`config.mk`:
```
export PLATFORM = sky130hd
export DESIGN_NAME = bmsd_top
export DESIGN_NICKNAME = d
export VERILOG_FILES = /design/src/hw/bmsd_pkg.sv /design/src/hw/bmsd_pad_mux.sv /design/src/hw/bmsd_top.sv
export SDC_FILE = /design/constraint.sdc
export NUM_CORES = 1
export LEC_CHECK = 0
export BUFFER_PORTS_ARGS = -buffer_cell sky130_fd_sc_hd__buf_2
export CAP_MARGIN = 20
export CORE_MARGIN = 3
export CORE_UTILIZATION = 51
export CTS_BUF_LIST = sky130_fd_sc_hd__clkbuf_4
export DETAILED_ROUTE_END_ITERATION = 16
export GPL_ROUTABILITY_DRIVEN = 0
export PLACE_DENSITY = 0.82
export SLEW_MARGIN = 15
export SYNTH_ARGS = -nofsm -noshare
export SYNTH_HDL_FRONTEND = slang
export SYNTH_SLANG_ARGS = --single-unit
```
`constraint.sdc`:
```
create_clock -name mclk_in -period 2.11 [get_ports mclk_in]
set_input_delay 0.211 -clock mclk_in [delete_from_list [all_inputs] [get_ports mclk_in]]
set_output_delay 0.211 -clock mclk_in [all_outputs]
set_load 0.05 [all_outputs]
```
`src/hw/bmsd_pkg.sv`:
```
// shared constants and types for the boot mode select and decode block
package bmsd_pkg;

  // boot select field
  localparam int BMSD_SEL_W = 4;
  localparam int BMSD_LPB_BIT = 3;
  localparam int BMSD_SRC_W = 3;

  // low three bits of the boot select code
  localparam logic [2:0] BMSD_SRC_FUSE = 3'h0;
  localparam logic [2:0] BMSD_SRC_USB = 3'h1;
  localparam logic [2:0] BMSD_SRC_EMMC1 = 3'h2;
  localparam logic [2:0] BMSD_SRC_SD2 = 3'h3;
  localparam logic [2:0] BMSD_SRC_NOR = 3'h4;
  localparam logic [2:0] BMSD_SRC_NAND = 3'h5;
  localparam logic [2:0] BMSD_SRC_RSV6 = 3'h6;
  localparam logic [2:0] BMSD_SRC_RSV7 = 3'h7;

  // full code for low-power 1.8 V eMMC
  localparam logic [3:0] BMSD_CODE_EMMC_1V8 = 4'hA;

  // serial flash data width select
  localparam logic [1:0] BMSD_FW_1BIT = 2'h0;
  localparam logic [1:0] BMSD_FW_4BIT = 2'h1;
  localparam logic [1:0] BMSD_FW_8BIT = 2'h2;

  // boot status register layout
  localparam int BMSD_STAT_W = 8;
  localparam int BMSD_STAT_OVR_BIT = 4;
  localparam int BMSD_STAT_LATCH_BIT = 5;
  localparam int BMSD_STAT_RSV_BIT = 6;
  localparam int BMSD_STAT_LPB_BIT = 7;
  localparam logic [7:0] BMSD_STAT_RST = 8'h00;

  // pin settle time before sampling
  localparam int BMSD_CLK_MHZ = 125;
  localparam int BMSD_SETTLE_NS = 200;
  localparam int BMSD_SETTLE_CYC =
    (BMSD_SETTLE_NS * BMSD_CLK_MHZ + 999) / 1000;
  localparam int BMSD_CNT_W = 8;

  // recovery serial port instances
  localparam int BMSD_SPI_N = 4;
  localparam logic [1:0] BMSD_SPI_LAST = 2'h3;

  // pad groups and alternate function codes
  localparam int BMSD_NGRP = 8;
  localparam int BMSD_ALT_W = 3;
  localparam logic [2:0] BMSD_ALT0 = 3'h0;
  localparam logic [2:0] BMSD_ALT1 = 3'h1;
  localparam logic [2:0] BMSD_ALT2 = 3'h2;
  localparam logic [2:0] BMSD_ALT5 = 3'h5;

  // boot interface routed to the pads
  typedef enum logic [3:0] {
    BMSD_IF_NONE = 4'h0,
    BMSD_IF_FLASH = 4'h1,
    BMSD_IF_SDH1 = 4'h2,
    BMSD_IF_SDH2 = 4'h3,
    BMSD_IF_SPI1 = 4'h4,
    BMSD_IF_SPI2 = 4'h5,
    BMSD_IF_SPI3 = 4'h6,
    BMSD_IF_SPI4 = 4'h7,
    BMSD_IF_USB = 4'h8
  } bmsd_if_t;

  // boot sequence states, gray along the usual path
  typedef enum logic [2:0] {
    BMSD_ST_IDLE = 3'b000,
    BMSD_ST_SETTLE = 3'b001,
    BMSD_ST_PRIMARY = 3'b011,
    BMSD_ST_RECOVERY = 3'b010,
    BMSD_ST_SERIAL = 3'b110,
    BMSD_ST_DONE = 3'b111
  } bmsd_state_t;

endpackage : bmsd_pkg

```
`src/hw/bmsd_pad_mux.sv`:
```
// pad multiplexer settings for the selected boot interface
`timescale 1ns/1ns
module bmsd_pad_mux
  import bmsd_pkg::*;
(
  input wire logic mclk_in,
  input wire logic rst_b_in,
  input wire bmsd_if_t iface_in,
  input wire logic [1:0] flash_width_in,
  output logic [BMSD_NGRP*BMSD_ALT_W-1:0] pad_alt_out,
  output logic [BMSD_NGRP-1:0] pad_en_out
);

  // group 0 serial flash data0-3/cs/clk pads
  // group 1 strobe and data4-7 pads shared by flash and host 1
  // group 2 host 1 cmd/clk/data0-3, group 3 host 2 pads
  // groups 4..7 serial port instances 1..4
  function automatic logic [BMSD_ALT_W:0] grp_cfg(
    input int g,
    input bmsd_if_t ifc,
    input logic [1:0] fw
  );
    logic [BMSD_ALT_W:0] r;
    r = {1'b0, BMSD_ALT0};
    case (g)
      0: if (ifc == BMSD_IF_FLASH) r = {1'b1, BMSD_ALT1};
      1:
      begin
        if (ifc == BMSD_IF_FLASH && fw == BMSD_FW_8BIT)
          r = {1'b1, BMSD_ALT1};
        else if (ifc == BMSD_IF_SDH1)
          r = {1'b1, BMSD_ALT0};
      end
      2: if (ifc == BMSD_IF_SDH1) r = {1'b1, BMSD_ALT0};
      3: if (ifc == BMSD_IF_SDH2) r = {1'b1, BMSD_ALT0};
      4: if (ifc == BMSD_IF_SPI1) r = {1'b1, BMSD_ALT2};
      5: if (ifc == BMSD_IF_SPI2) r = {1'b1, BMSD_ALT2};
      6: if (ifc == BMSD_IF_SPI3) r = {1'b1, BMSD_ALT1};
      7: if (ifc == BMSD_IF_SPI4) r = {1'b1, BMSD_ALT5};
      default: r = {1'b0, BMSD_ALT0};
    endcase
    return r;
  endfunction : grp_cfg

  // one registered setting per pad group
  genvar gi;
  generate
    for (gi = 0; gi < BMSD_NGRP; gi = gi + 1)
    begin : g_grp
      logic [BMSD_ALT_W:0] cfg_nxt;
      logic [BMSD_ALT_W:0] cfg_r;
      // [RULE17] per-group alternate select
      assign cfg_nxt = grp_cfg(gi, iface_in, flash_width_in);
      always_ff @(posedge mclk_in or negedge rst_b_in)
      begin
        if (!rst_b_in)
          cfg_r <= '0;
        else
          cfg_r <= cfg_nxt;
      end
      assign pad_alt_out[gi*BMSD_ALT_W +: BMSD_ALT_W] = cfg_r[BMSD_ALT_W-1:0];
      assign pad_en_out[gi] = cfg_r[BMSD_ALT_W];
    end
  endgenerate

endmodule : bmsd_pad_mux

```
`src/hw/bmsd_top.sv`:
```
// boot mode sampling, decode, fallback sequencing and core release
// Operation
// [RULE1] boot mode comes from four select pins
// [RULE2] pins sampled before boot code starts
// [RULE3] sampled value latched, later pin changes ignored
// [RULE4] x000 selects boot from internal fuses
// [RULE5] low codes pick USB, eMMC, SD, NOR, NAND
// [RULE6] bit 3 set selects low-power boot type
// [RULE7] board never straps reserved codes
// [RULE8] fuse override may replace pin boot mode
// [RULE9] normal type: application cores load, rt waits
// [RULE10] low-power: only rt core, cannot start apps
// [RULE11] primary device from config in normal/fuse mode
// [RULE12] on failure recover from serial ports 1-4
// [RULE13] serial download over USB port one
// [RULE14] serial NOR supports 1, 4, 8 bits
// [RULE15] serial NAND supports 1, 4, 8 bits
// [RULE16] SD/eMMC from host one or two
// [RULE17] pad mux set for chosen boot interface
// [RULE18] USB port uses dedicated pins, no muxing
// [RULE19] board keeps select pins free of conflicts
`timescale 1ns/1ns
module bmsd_top
  import bmsd_pkg::*;
(
  input wire logic mclk_in,
  input wire logic rst_b_in,
  input wire logic [BMSD_SEL_W-1:0] boot_sel_pins_in,
  input wire logic fuse_override_en_in,
  input wire logic [BMSD_SEL_W-1:0] fuse_boot_mode_in,
  input wire logic [BMSD_SRC_W-1:0] fuse_primary_dev_in,
  input wire logic fuse_sd_host2_in,
  input wire logic [1:0] fuse_flash_width_in,
  input wire logic boot_ok_in,
  input wire logic boot_fail_in,
  input wire logic rt_fw_ready_in,
  input wire logic app_start_req_in,
  output logic [BMSD_STAT_W-1:0] boot_config_status_register_out,
  output logic rom_start_out,
  output logic low_power_boot_type_out,
  output logic app_core_run_out,
  output logic rt_core_run_out,
  output bmsd_if_t boot_iface_out,
  output logic [1:0] flash_width_out,
  output logic emmc_1v8_out,
  output logic usb_dl_active_out,
  output logic boot_done_out,
  output logic [BMSD_NGRP*BMSD_ALT_W-1:0] pad_alt_out,
  output logic [BMSD_NGRP-1:0] pad_en_out
);

  logic [BMSD_SEL_W-1:0] pin_meta_r;
  logic [BMSD_SEL_W-1:0] pin_sync_r;
  bmsd_state_t state_r;
  bmsd_state_t state_nxt;
  logic [BMSD_CNT_W-1:0] settle_cnt_r;
  logic settle_done;
  logic latched_r;
  logic [BMSD_SEL_W-1:0] mode_r;
  logic ovr_r;
  logic [BMSD_SEL_W-1:0] mode_nxt;
  logic [BMSD_SRC_W-1:0] src;
  logic [BMSD_SRC_W-1:0] prim_src;
  logic rsv;
  logic low_power_boot_type;
  logic [1:0] spi_idx_r;
  bmsd_if_t iface_nxt;
  bmsd_if_t iface_r;
  logic rt_fw_ready_r;
  logic [1:0] fw_r;
  logic emmc_1v8_r;

  // select pins come from the board, two flops before use
  // [RULE1] four-pin boot select field
  always_ff @(posedge mclk_in or negedge rst_b_in)
  begin
    if (!rst_b_in)
    begin
      pin_meta_r <= '0;
      pin_sync_r <= '0;
    end
    else
    begin
      pin_meta_r <= boot_sel_pins_in;
      pin_sync_r <= pin_meta_r;
    end
  end

  // settle counter lets straps reach level after reset release
  always_ff @(posedge mclk_in or negedge rst_b_in)
  begin
    if (!rst_b_in)
      settle_cnt_r <= '0;
    else if (state_r == BMSD_ST_SETTLE && !settle_done)
      settle_cnt_r <= settle_cnt_r + 8'h01;
  end
  assign settle_done = (settle_cnt_r == BMSD_CNT_W'(BMSD_SETTLE_CYC - 1));

  // pick pin or fuse source for the boot mode
  // [RULE8] fuse override takes precedence
  assign mode_nxt = fuse_override_en_in ? fuse_boot_mode_in : pin_sync_r;

  // capture once at end of settle, never again until reset
  // [RULE2] sample before boot code release
  // [RULE3] latch and hold sampled mode
  always_ff @(posedge mclk_in or negedge rst_b_in)
  begin
    if (!rst_b_in)
    begin
      mode_r <= '0;
      ovr_r <= 1'b0;
      latched_r <= 1'b0;
    end
    else if (state_r == BMSD_ST_SETTLE && settle_done && !latched_r)
    begin
      mode_r <= mode_nxt;
      ovr_r <= fuse_override_en_in;
      latched_r <= 1'b1;
    end
  end

  // decode of the latched code
  // [RULE6] bit 3 is the low-power boot type
  assign low_power_boot_type = mode_r[BMSD_LPB_BIT];
  assign src = mode_r[BMSD_SRC_W-1:0];
  // [RULE7] reserved codes flagged, handled as serial download
  assign rsv = (src == BMSD_SRC_RSV6) || (src == BMSD_SRC_RSV7);

  // [RULE4] internal fuse mode takes device from fuse config
  // [RULE11] primary device from boot configuration
  always_comb
  begin
    prim_src = src;
    if (src == BMSD_SRC_FUSE)
      prim_src = fuse_primary_dev_in;
  end

  // boot sequence
  always_comb
  begin
    state_nxt = state_r;
    case (state_r)
      BMSD_ST_IDLE:
        state_nxt = BMSD_ST_SETTLE;
      BMSD_ST_SETTLE:
        if (latched_r)
        begin
          // [RULE13] usb download or reserved code
          if (rsv || prim_src == BMSD_SRC_USB)
            state_nxt = BMSD_ST_SERIAL;
          else
            state_nxt = BMSD_ST_PRIMARY;
        end
      BMSD_ST_PRIMARY:
        if (boot_ok_in)
          state_nxt = BMSD_ST_DONE;
        // [RULE12] primary failed, go to recovery
        else if (boot_fail_in)
          state_nxt = BMSD_ST_RECOVERY;
      BMSD_ST_RECOVERY:
        if (boot_ok_in)
          state_nxt = BMSD_ST_DONE;
        else if (boot_fail_in && spi_idx_r == BMSD_SPI_LAST)
          state_nxt = BMSD_ST_SERIAL;
      BMSD_ST_SERIAL:
        if (boot_ok_in)
          state_nxt = BMSD_ST_DONE;
      BMSD_ST_DONE:
        state_nxt = BMSD_ST_DONE;
      default:
        state_nxt = BMSD_ST_IDLE;
    endcase
  end

  // state register
  always_ff @(posedge mclk_in or negedge rst_b_in)
  begin
    if (!rst_b_in)
      state_r <= BMSD_ST_IDLE;
    else
      state_r <= state_nxt;
  end

  // recovery walks serial ports one to four in order
  // [RULE12] only serial port instances 1-4
  always_ff @(posedge mclk_in or negedge rst_b_in)
  begin
    if (!rst_b_in)
      spi_idx_r <= '0;
    else if (state_r == BMSD_ST_RECOVERY && boot_fail_in &&
             spi_idx_r != BMSD_SPI_LAST)
      spi_idx_r <= spi_idx_r + 2'h1;
  end

  // interface to route onto the pads
  always_comb
  begin
    iface_nxt = BMSD_IF_NONE;
    case (state_r)
      BMSD_ST_PRIMARY:
        // [RULE5] code picks the primary device
        case (prim_src)
          // [RULE16] host instance one or two
          BMSD_SRC_EMMC1, BMSD_SRC_SD2:
            if (src == BMSD_SRC_FUSE)
              iface_nxt = fuse_sd_host2_in ? BMSD_IF_SDH2 : BMSD_IF_SDH1;
            else if (src == BMSD_SRC_EMMC1)
              iface_nxt = BMSD_IF_SDH1;
            else
              iface_nxt = BMSD_IF_SDH2;
          BMSD_SRC_NOR, BMSD_SRC_NAND:
            iface_nxt = BMSD_IF_FLASH;
          default:
            iface_nxt = BMSD_IF_NONE;
        endcase
      BMSD_ST_RECOVERY:
        iface_nxt = bmsd_if_t'(4'(BMSD_IF_SPI1) + {2'h0, spi_idx_r});
      // [RULE18] dedicated usb pins, no pad groups enabled
      BMSD_ST_SERIAL:
        iface_nxt = BMSD_IF_USB;
      default:
        iface_nxt = BMSD_IF_NONE;
    endcase
  end

  // registered interface and flash width
  // [RULE14] nor width 1/4/8 from fuse
  // [RULE15] nand width 1/4/8 from fuse
  always_ff @(posedge mclk_in or negedge rst_b_in)
  begin
    if (!rst_b_in)
    begin
      iface_r <= BMSD_IF_NONE;
      fw_r <= BMSD_FW_1BIT;
    end
    else
    begin
      iface_r <= iface_nxt;
      if (fuse_flash_width_in == BMSD_FW_4BIT ||
          fuse_flash_width_in == BMSD_FW_8BIT)
        fw_r <= fuse_flash_width_in;
      else
        fw_r <= BMSD_FW_1BIT;
    end
  end

  // 1.8 V eMMC signalling for the low-power eMMC code
  // [RULE6] code 1010 selects 1.8 V eMMC
  always_ff @(posedge mclk_in or negedge rst_b_in)
  begin
    if (!rst_b_in)
      emmc_1v8_r <= 1'b0;
    else
      emmc_1v8_r <= latched_r && (mode_r == BMSD_CODE_EMMC_1V8);
  end

  // rt core firmware ready is sticky; reset wins over set
  always_ff @(posedge mclk_in or negedge rst_b_in)
  begin
    if (!rst_b_in)
      rt_fw_ready_r <= 1'b0;
    else if (rt_fw_ready_in)
      rt_fw_ready_r <= 1'b1;
  end

  // core release
  // [RULE9] apps load in normal type, rt waits for firmware
  // [RULE10] low-power: rt only, start requests ignored
  assign app_core_run_out = latched_r && !low_power_boot_type;
  assign rt_core_run_out = latched_r && (low_power_boot_type || rt_fw_ready_r);
  assign rom_start_out = latched_r;
  assign low_power_boot_type_out = latched_r && low_power_boot_type;

  // status register view of the latched configuration
  always_comb
  begin
    boot_config_status_register_out = BMSD_STAT_RST;
    boot_config_status_register_out[BMSD_SEL_W-1:0] = mode_r;
    boot_config_status_register_out[BMSD_STAT_OVR_BIT] = ovr_r;
    boot_config_status_register_out[BMSD_STAT_LATCH_BIT] = latched_r;
    boot_config_status_register_out[BMSD_STAT_RSV_BIT] = latched_r && rsv;
    boot_config_status_register_out[BMSD_STAT_LPB_BIT] = latched_r && low_power_boot_type;
  end

  assign boot_iface_out = iface_r;
  assign flash_width_out = fw_r;
  assign emmc_1v8_out = emmc_1v8_r;
  assign usb_dl_active_out = (state_r == BMSD_ST_SERIAL);
  assign boot_done_out = (state_r == BMSD_ST_DONE);

  // pad multiplexer programming
  // [RULE17] route chosen interface to its pads
  bmsd_pad_mux u_pad_mux (
    .mclk_in(mclk_in),
    .rst_b_in(rst_b_in),
    .iface_in(iface_nxt),
    .flash_width_in(fw_r),
    .pad_alt_out(pad_alt_out),
    .pad_en_out(pad_en_out)
  );

endmodule : bmsd_top

```
==> flow_summary.ini <==
[place]
port_buffers = 55
dp_hpwl_um = 2486

[clock_network]
cts.path.max_buffers = 2
cts_setup_buffers = 0
cts_tree = yes
cts-resized-gates = 0
cts_buffers = 5
path_clk_slew_ns = 0.10
cts_root_buffer = clkbuf_4
h-tree-depth = 2
clock_latency_ns = 0.34
holdBufCountCts = 6
cts.sinks = 44

[grt]
grt_pass1_wl_um = 4899
antenna_found_initial = 0
grt_pass1_vias = 1144
grt.overflow.total = 0
grt_max_degree = 45
track_usage_pct = 14.40

[worst_setup_path]
critical_path_buf_inv_count = 0
slowest_delay_ns = 0.55
required_ns = 2.34
cp_cell_sequence = nor4_1, nand4_1, or3b_1, mux2_4
critical_path.max_fanout = 6
crit_path_end_kind = flop
cp_top_family = simple AND/OR/NAND/NOR gates
critPathSlowestCell = or3b_1
crit_cells = 4
ff2ff_setup_slack_ns = 0.18
rr_worst_depth = 4
cp-start-kind = flop
critPathArrivalTime_ns = 2.17
crit_type = flop to flop

[detailed_routing]
firstDrtPassIters = 4
wl_met1_um = 1487
top_layer = met4
wl_per_cell_um = 11.71
drcViolationCount = 0
drtIter0Drc = 89
vias = 1322
antenna_left = 0
drt-total-wl_um = 3268
via_per_inst = 4.738
route.met3.wl_um = 282
wl_met2_um = 1439

[sta]
setup-tns-final_ns = 0
tightest_slew_ns = 0.5589
setup_viol = 0
fin_skew_ns = 0.002747
hold_viol = 0
min_period_ns = 1.935
hold_slack_ns = 0.01924
fmax_mhz = 516.8
slew_headroom_pct = 62.70
rsz0062_at_grt = no
finalCritPeriodShare_pct = 91.70
slew_violations = 0

[die]
start_util_pct = 53.84
std_cell_rows = 22
die_h_um = 68.87
io_pins = 74
dieArea_sq_mm = 0.004742
fp.coreArea_sq_mm = 0.003744
dieWidth_um = 68.87

[run_status]
status = complete, no violations

[job]
maxCapViolations = 0

[power]
clkPwrFrac_pct = 23.5
p_leak_nw = 1.264
pwr-share-comb_pct = 16.1
switching_share_pct = 28.47
switchingPower_uw = 413.8
p_int_mw = 1.040
cellPowerDensity_mw_per_mm2 = 623.8
ir_worst_vdd_uv = 323.8
p_seq_share_pct = 60.4

[yosys]
synth_area_sq_mm = 0.002016
yosysSeqAreaShare_pct = 54.62
yosysWarnings = 0
ys_types = 40
avgSynthCellArea_sq_um = 11.58
syn_inst = 174
ys_ff_latch = 44

[layout]
syn_to_final_growth_pct = 15.58
final_nets = 255
antennaDiodeCount = 0
final_common_cell = buf_2
layout-drive-gt1-share_pct = 32.03
most-common-layout-cells = buf_2 (55), dfrtp_1 (44), conb_1 (17)
fill_cells = 305
utilization_pct = 62.23

[hold_path]
min_path_type = input pin to flop
min_delay_path_depth = 2
==> per-layer routing <==
layer,vias up,global-route usage (%)
met5,-,0
met3,5,4.376
met1,604,18.35
met2,58,22.86
li1,655,-
met4,0,5.839
==> registers in the layout (all words and copies together), names as in the netlist, 3 cells and up <==
| register | cells |
|---|---|
| boot_iface_out | 4 |
| mode_r | 4 |
| pin_meta_r | 4 |
| pin_sync_r | 4 |
| settle_cnt_r | 8 |
| state_r | 3 |
| u_pad_mux.g_grp.cfg_r | 9 |
==> cell usage after synthesis (all sizes together) <==
| master | count | area (sq um) |
|---|---|---|
| o21a | 2 | 15.01 |
| clkbuf | 2 | 7.510 |
| conb | 1 | 3.750 |
| xnor2 | 6 | 52.55 |
| or2 | 1 | 6.260 |
| nand2b | 1 | 6.260 |
| a21boi | 1 | 7.510 |
| o21bai | 1 | 7.510 |
| xor2 | 2 | 17.52 |
| nor2b | 8 | 50.05 |
| or3b | 1 | 8.760 |
| ha | 3 | 37.54 |
| o211ai | 1 | 7.510 |
| nor4b | 1 | 8.760 |
| a21oi | 1 | 5.000 |
| a2111o | 1 | 11.26 |
| or2b | 1 | 7.510 |
| nor4 | 1 | 6.260 |
| and2 | 1 | 6.260 |
| nand3 | 2 | 10.01 |
| nor3 | 2 | 10.01 |
| inv | 7 | 26.27 |
| mux2 | 7 | 90.08 |
| nor2 | 9 | 33.78 |
| buf | 29 | 221.5 |
| o21ai | 6 | 30.03 |
| mux2i | 5 | 50.05 |
| nand3b | 1 | 7.510 |
| nand4 | 4 | 25.02 |
| and3 | 7 | 43.79 |
| a22o | 1 | 8.760 |
| nor3b | 5 | 42.54 |
| o2111ai | 1 | 8.760 |
| dfrtp | 44 | 1101 |
| o31ai | 1 | 7.510 |
| nand2 | 7 | 26.28 |
==> metrics by stage <==
| step | instance area [sq um] | instances | setup slack, ns | power (mW) |
|---|---|---|---|---|
| finish | 2330 | 279 | 0.1752 | 1.453 |
| global route | 2330 | 279 | 0.1139 | 1.520 |
| CTS | 2330 | 279 | 0.1746 | 1.473 |
| detailed placement | 2225 | 266 | 0.1997 | 1.121 |
| global placement | 2225 | 266 | 0.2284 | 1.116 |
| floorplan | 2076 | 190 | 0.3118 | 1.080 |
==> power by group through the flow <==
stage | registers, mW | clock network, mW | logic, mW
finish | 0.878 | 0.342 | 0.234
global route | 0.881 | 0.388 | 0.251
CTS | 0.878 | 0.361 | 0.235
detailed placement | 0.895 | 0 | 0.226
global placement | 0.893 | 0 | 0.223
floorplan | 0.921 | 0 | 0.158
==> cell families after synthesis <==
logic type	Yosys count	share of synthesized area, %
AO/OA/AOI/OAI	16	5.401
XOR/XNOR	8	3.476
adder cells (fa/ha/maj)	3	1.862
buffers and inverters	38	12.66
flip-flops	44	54.62
multiplexers	12	6.952
other	1	0.1860
AND/OR/NAND/NOR	52	14.84
==> layout make-up <==
| class | instances | area [sq um] | area share [%] |
|---|---|---|---|
| sequential | 44 | 1101 | 47.26 |
| multi-input combinational | 108 | 719.4 | 30.88 |
| timing repair buffer | 65 | 377.9 | 16.22 |
| tap | 48 | 60.06 | 2.578 |
| clock buffer | 5 | 37.54 | 1.611 |
| inverter | 7 | 26.28 | 1.128 |
| clock inverter | 2 | 7.507 | 0.3222 |
==> path summary, 6_finish.rpt <==
kind / start / endpoint
min in group asynchronous: rst_b_in / u_pad_mux.g_grp[7].cfg_r[2]
hold / removal: fuse_flash_width_in[0] / flash_width_out[1]
max in group asynchronous: rst_b_in / boot_iface_out[1]
setup reg to reg: settle_cnt_r[2] / mode_r[2]
hold reg to reg: pin_meta_r[1] / pin_sync_r[1]
setup / recovery: settle_cnt_r[2] / mode_r[2]
No activity file was read; power rests on OpenSTA's default activity.
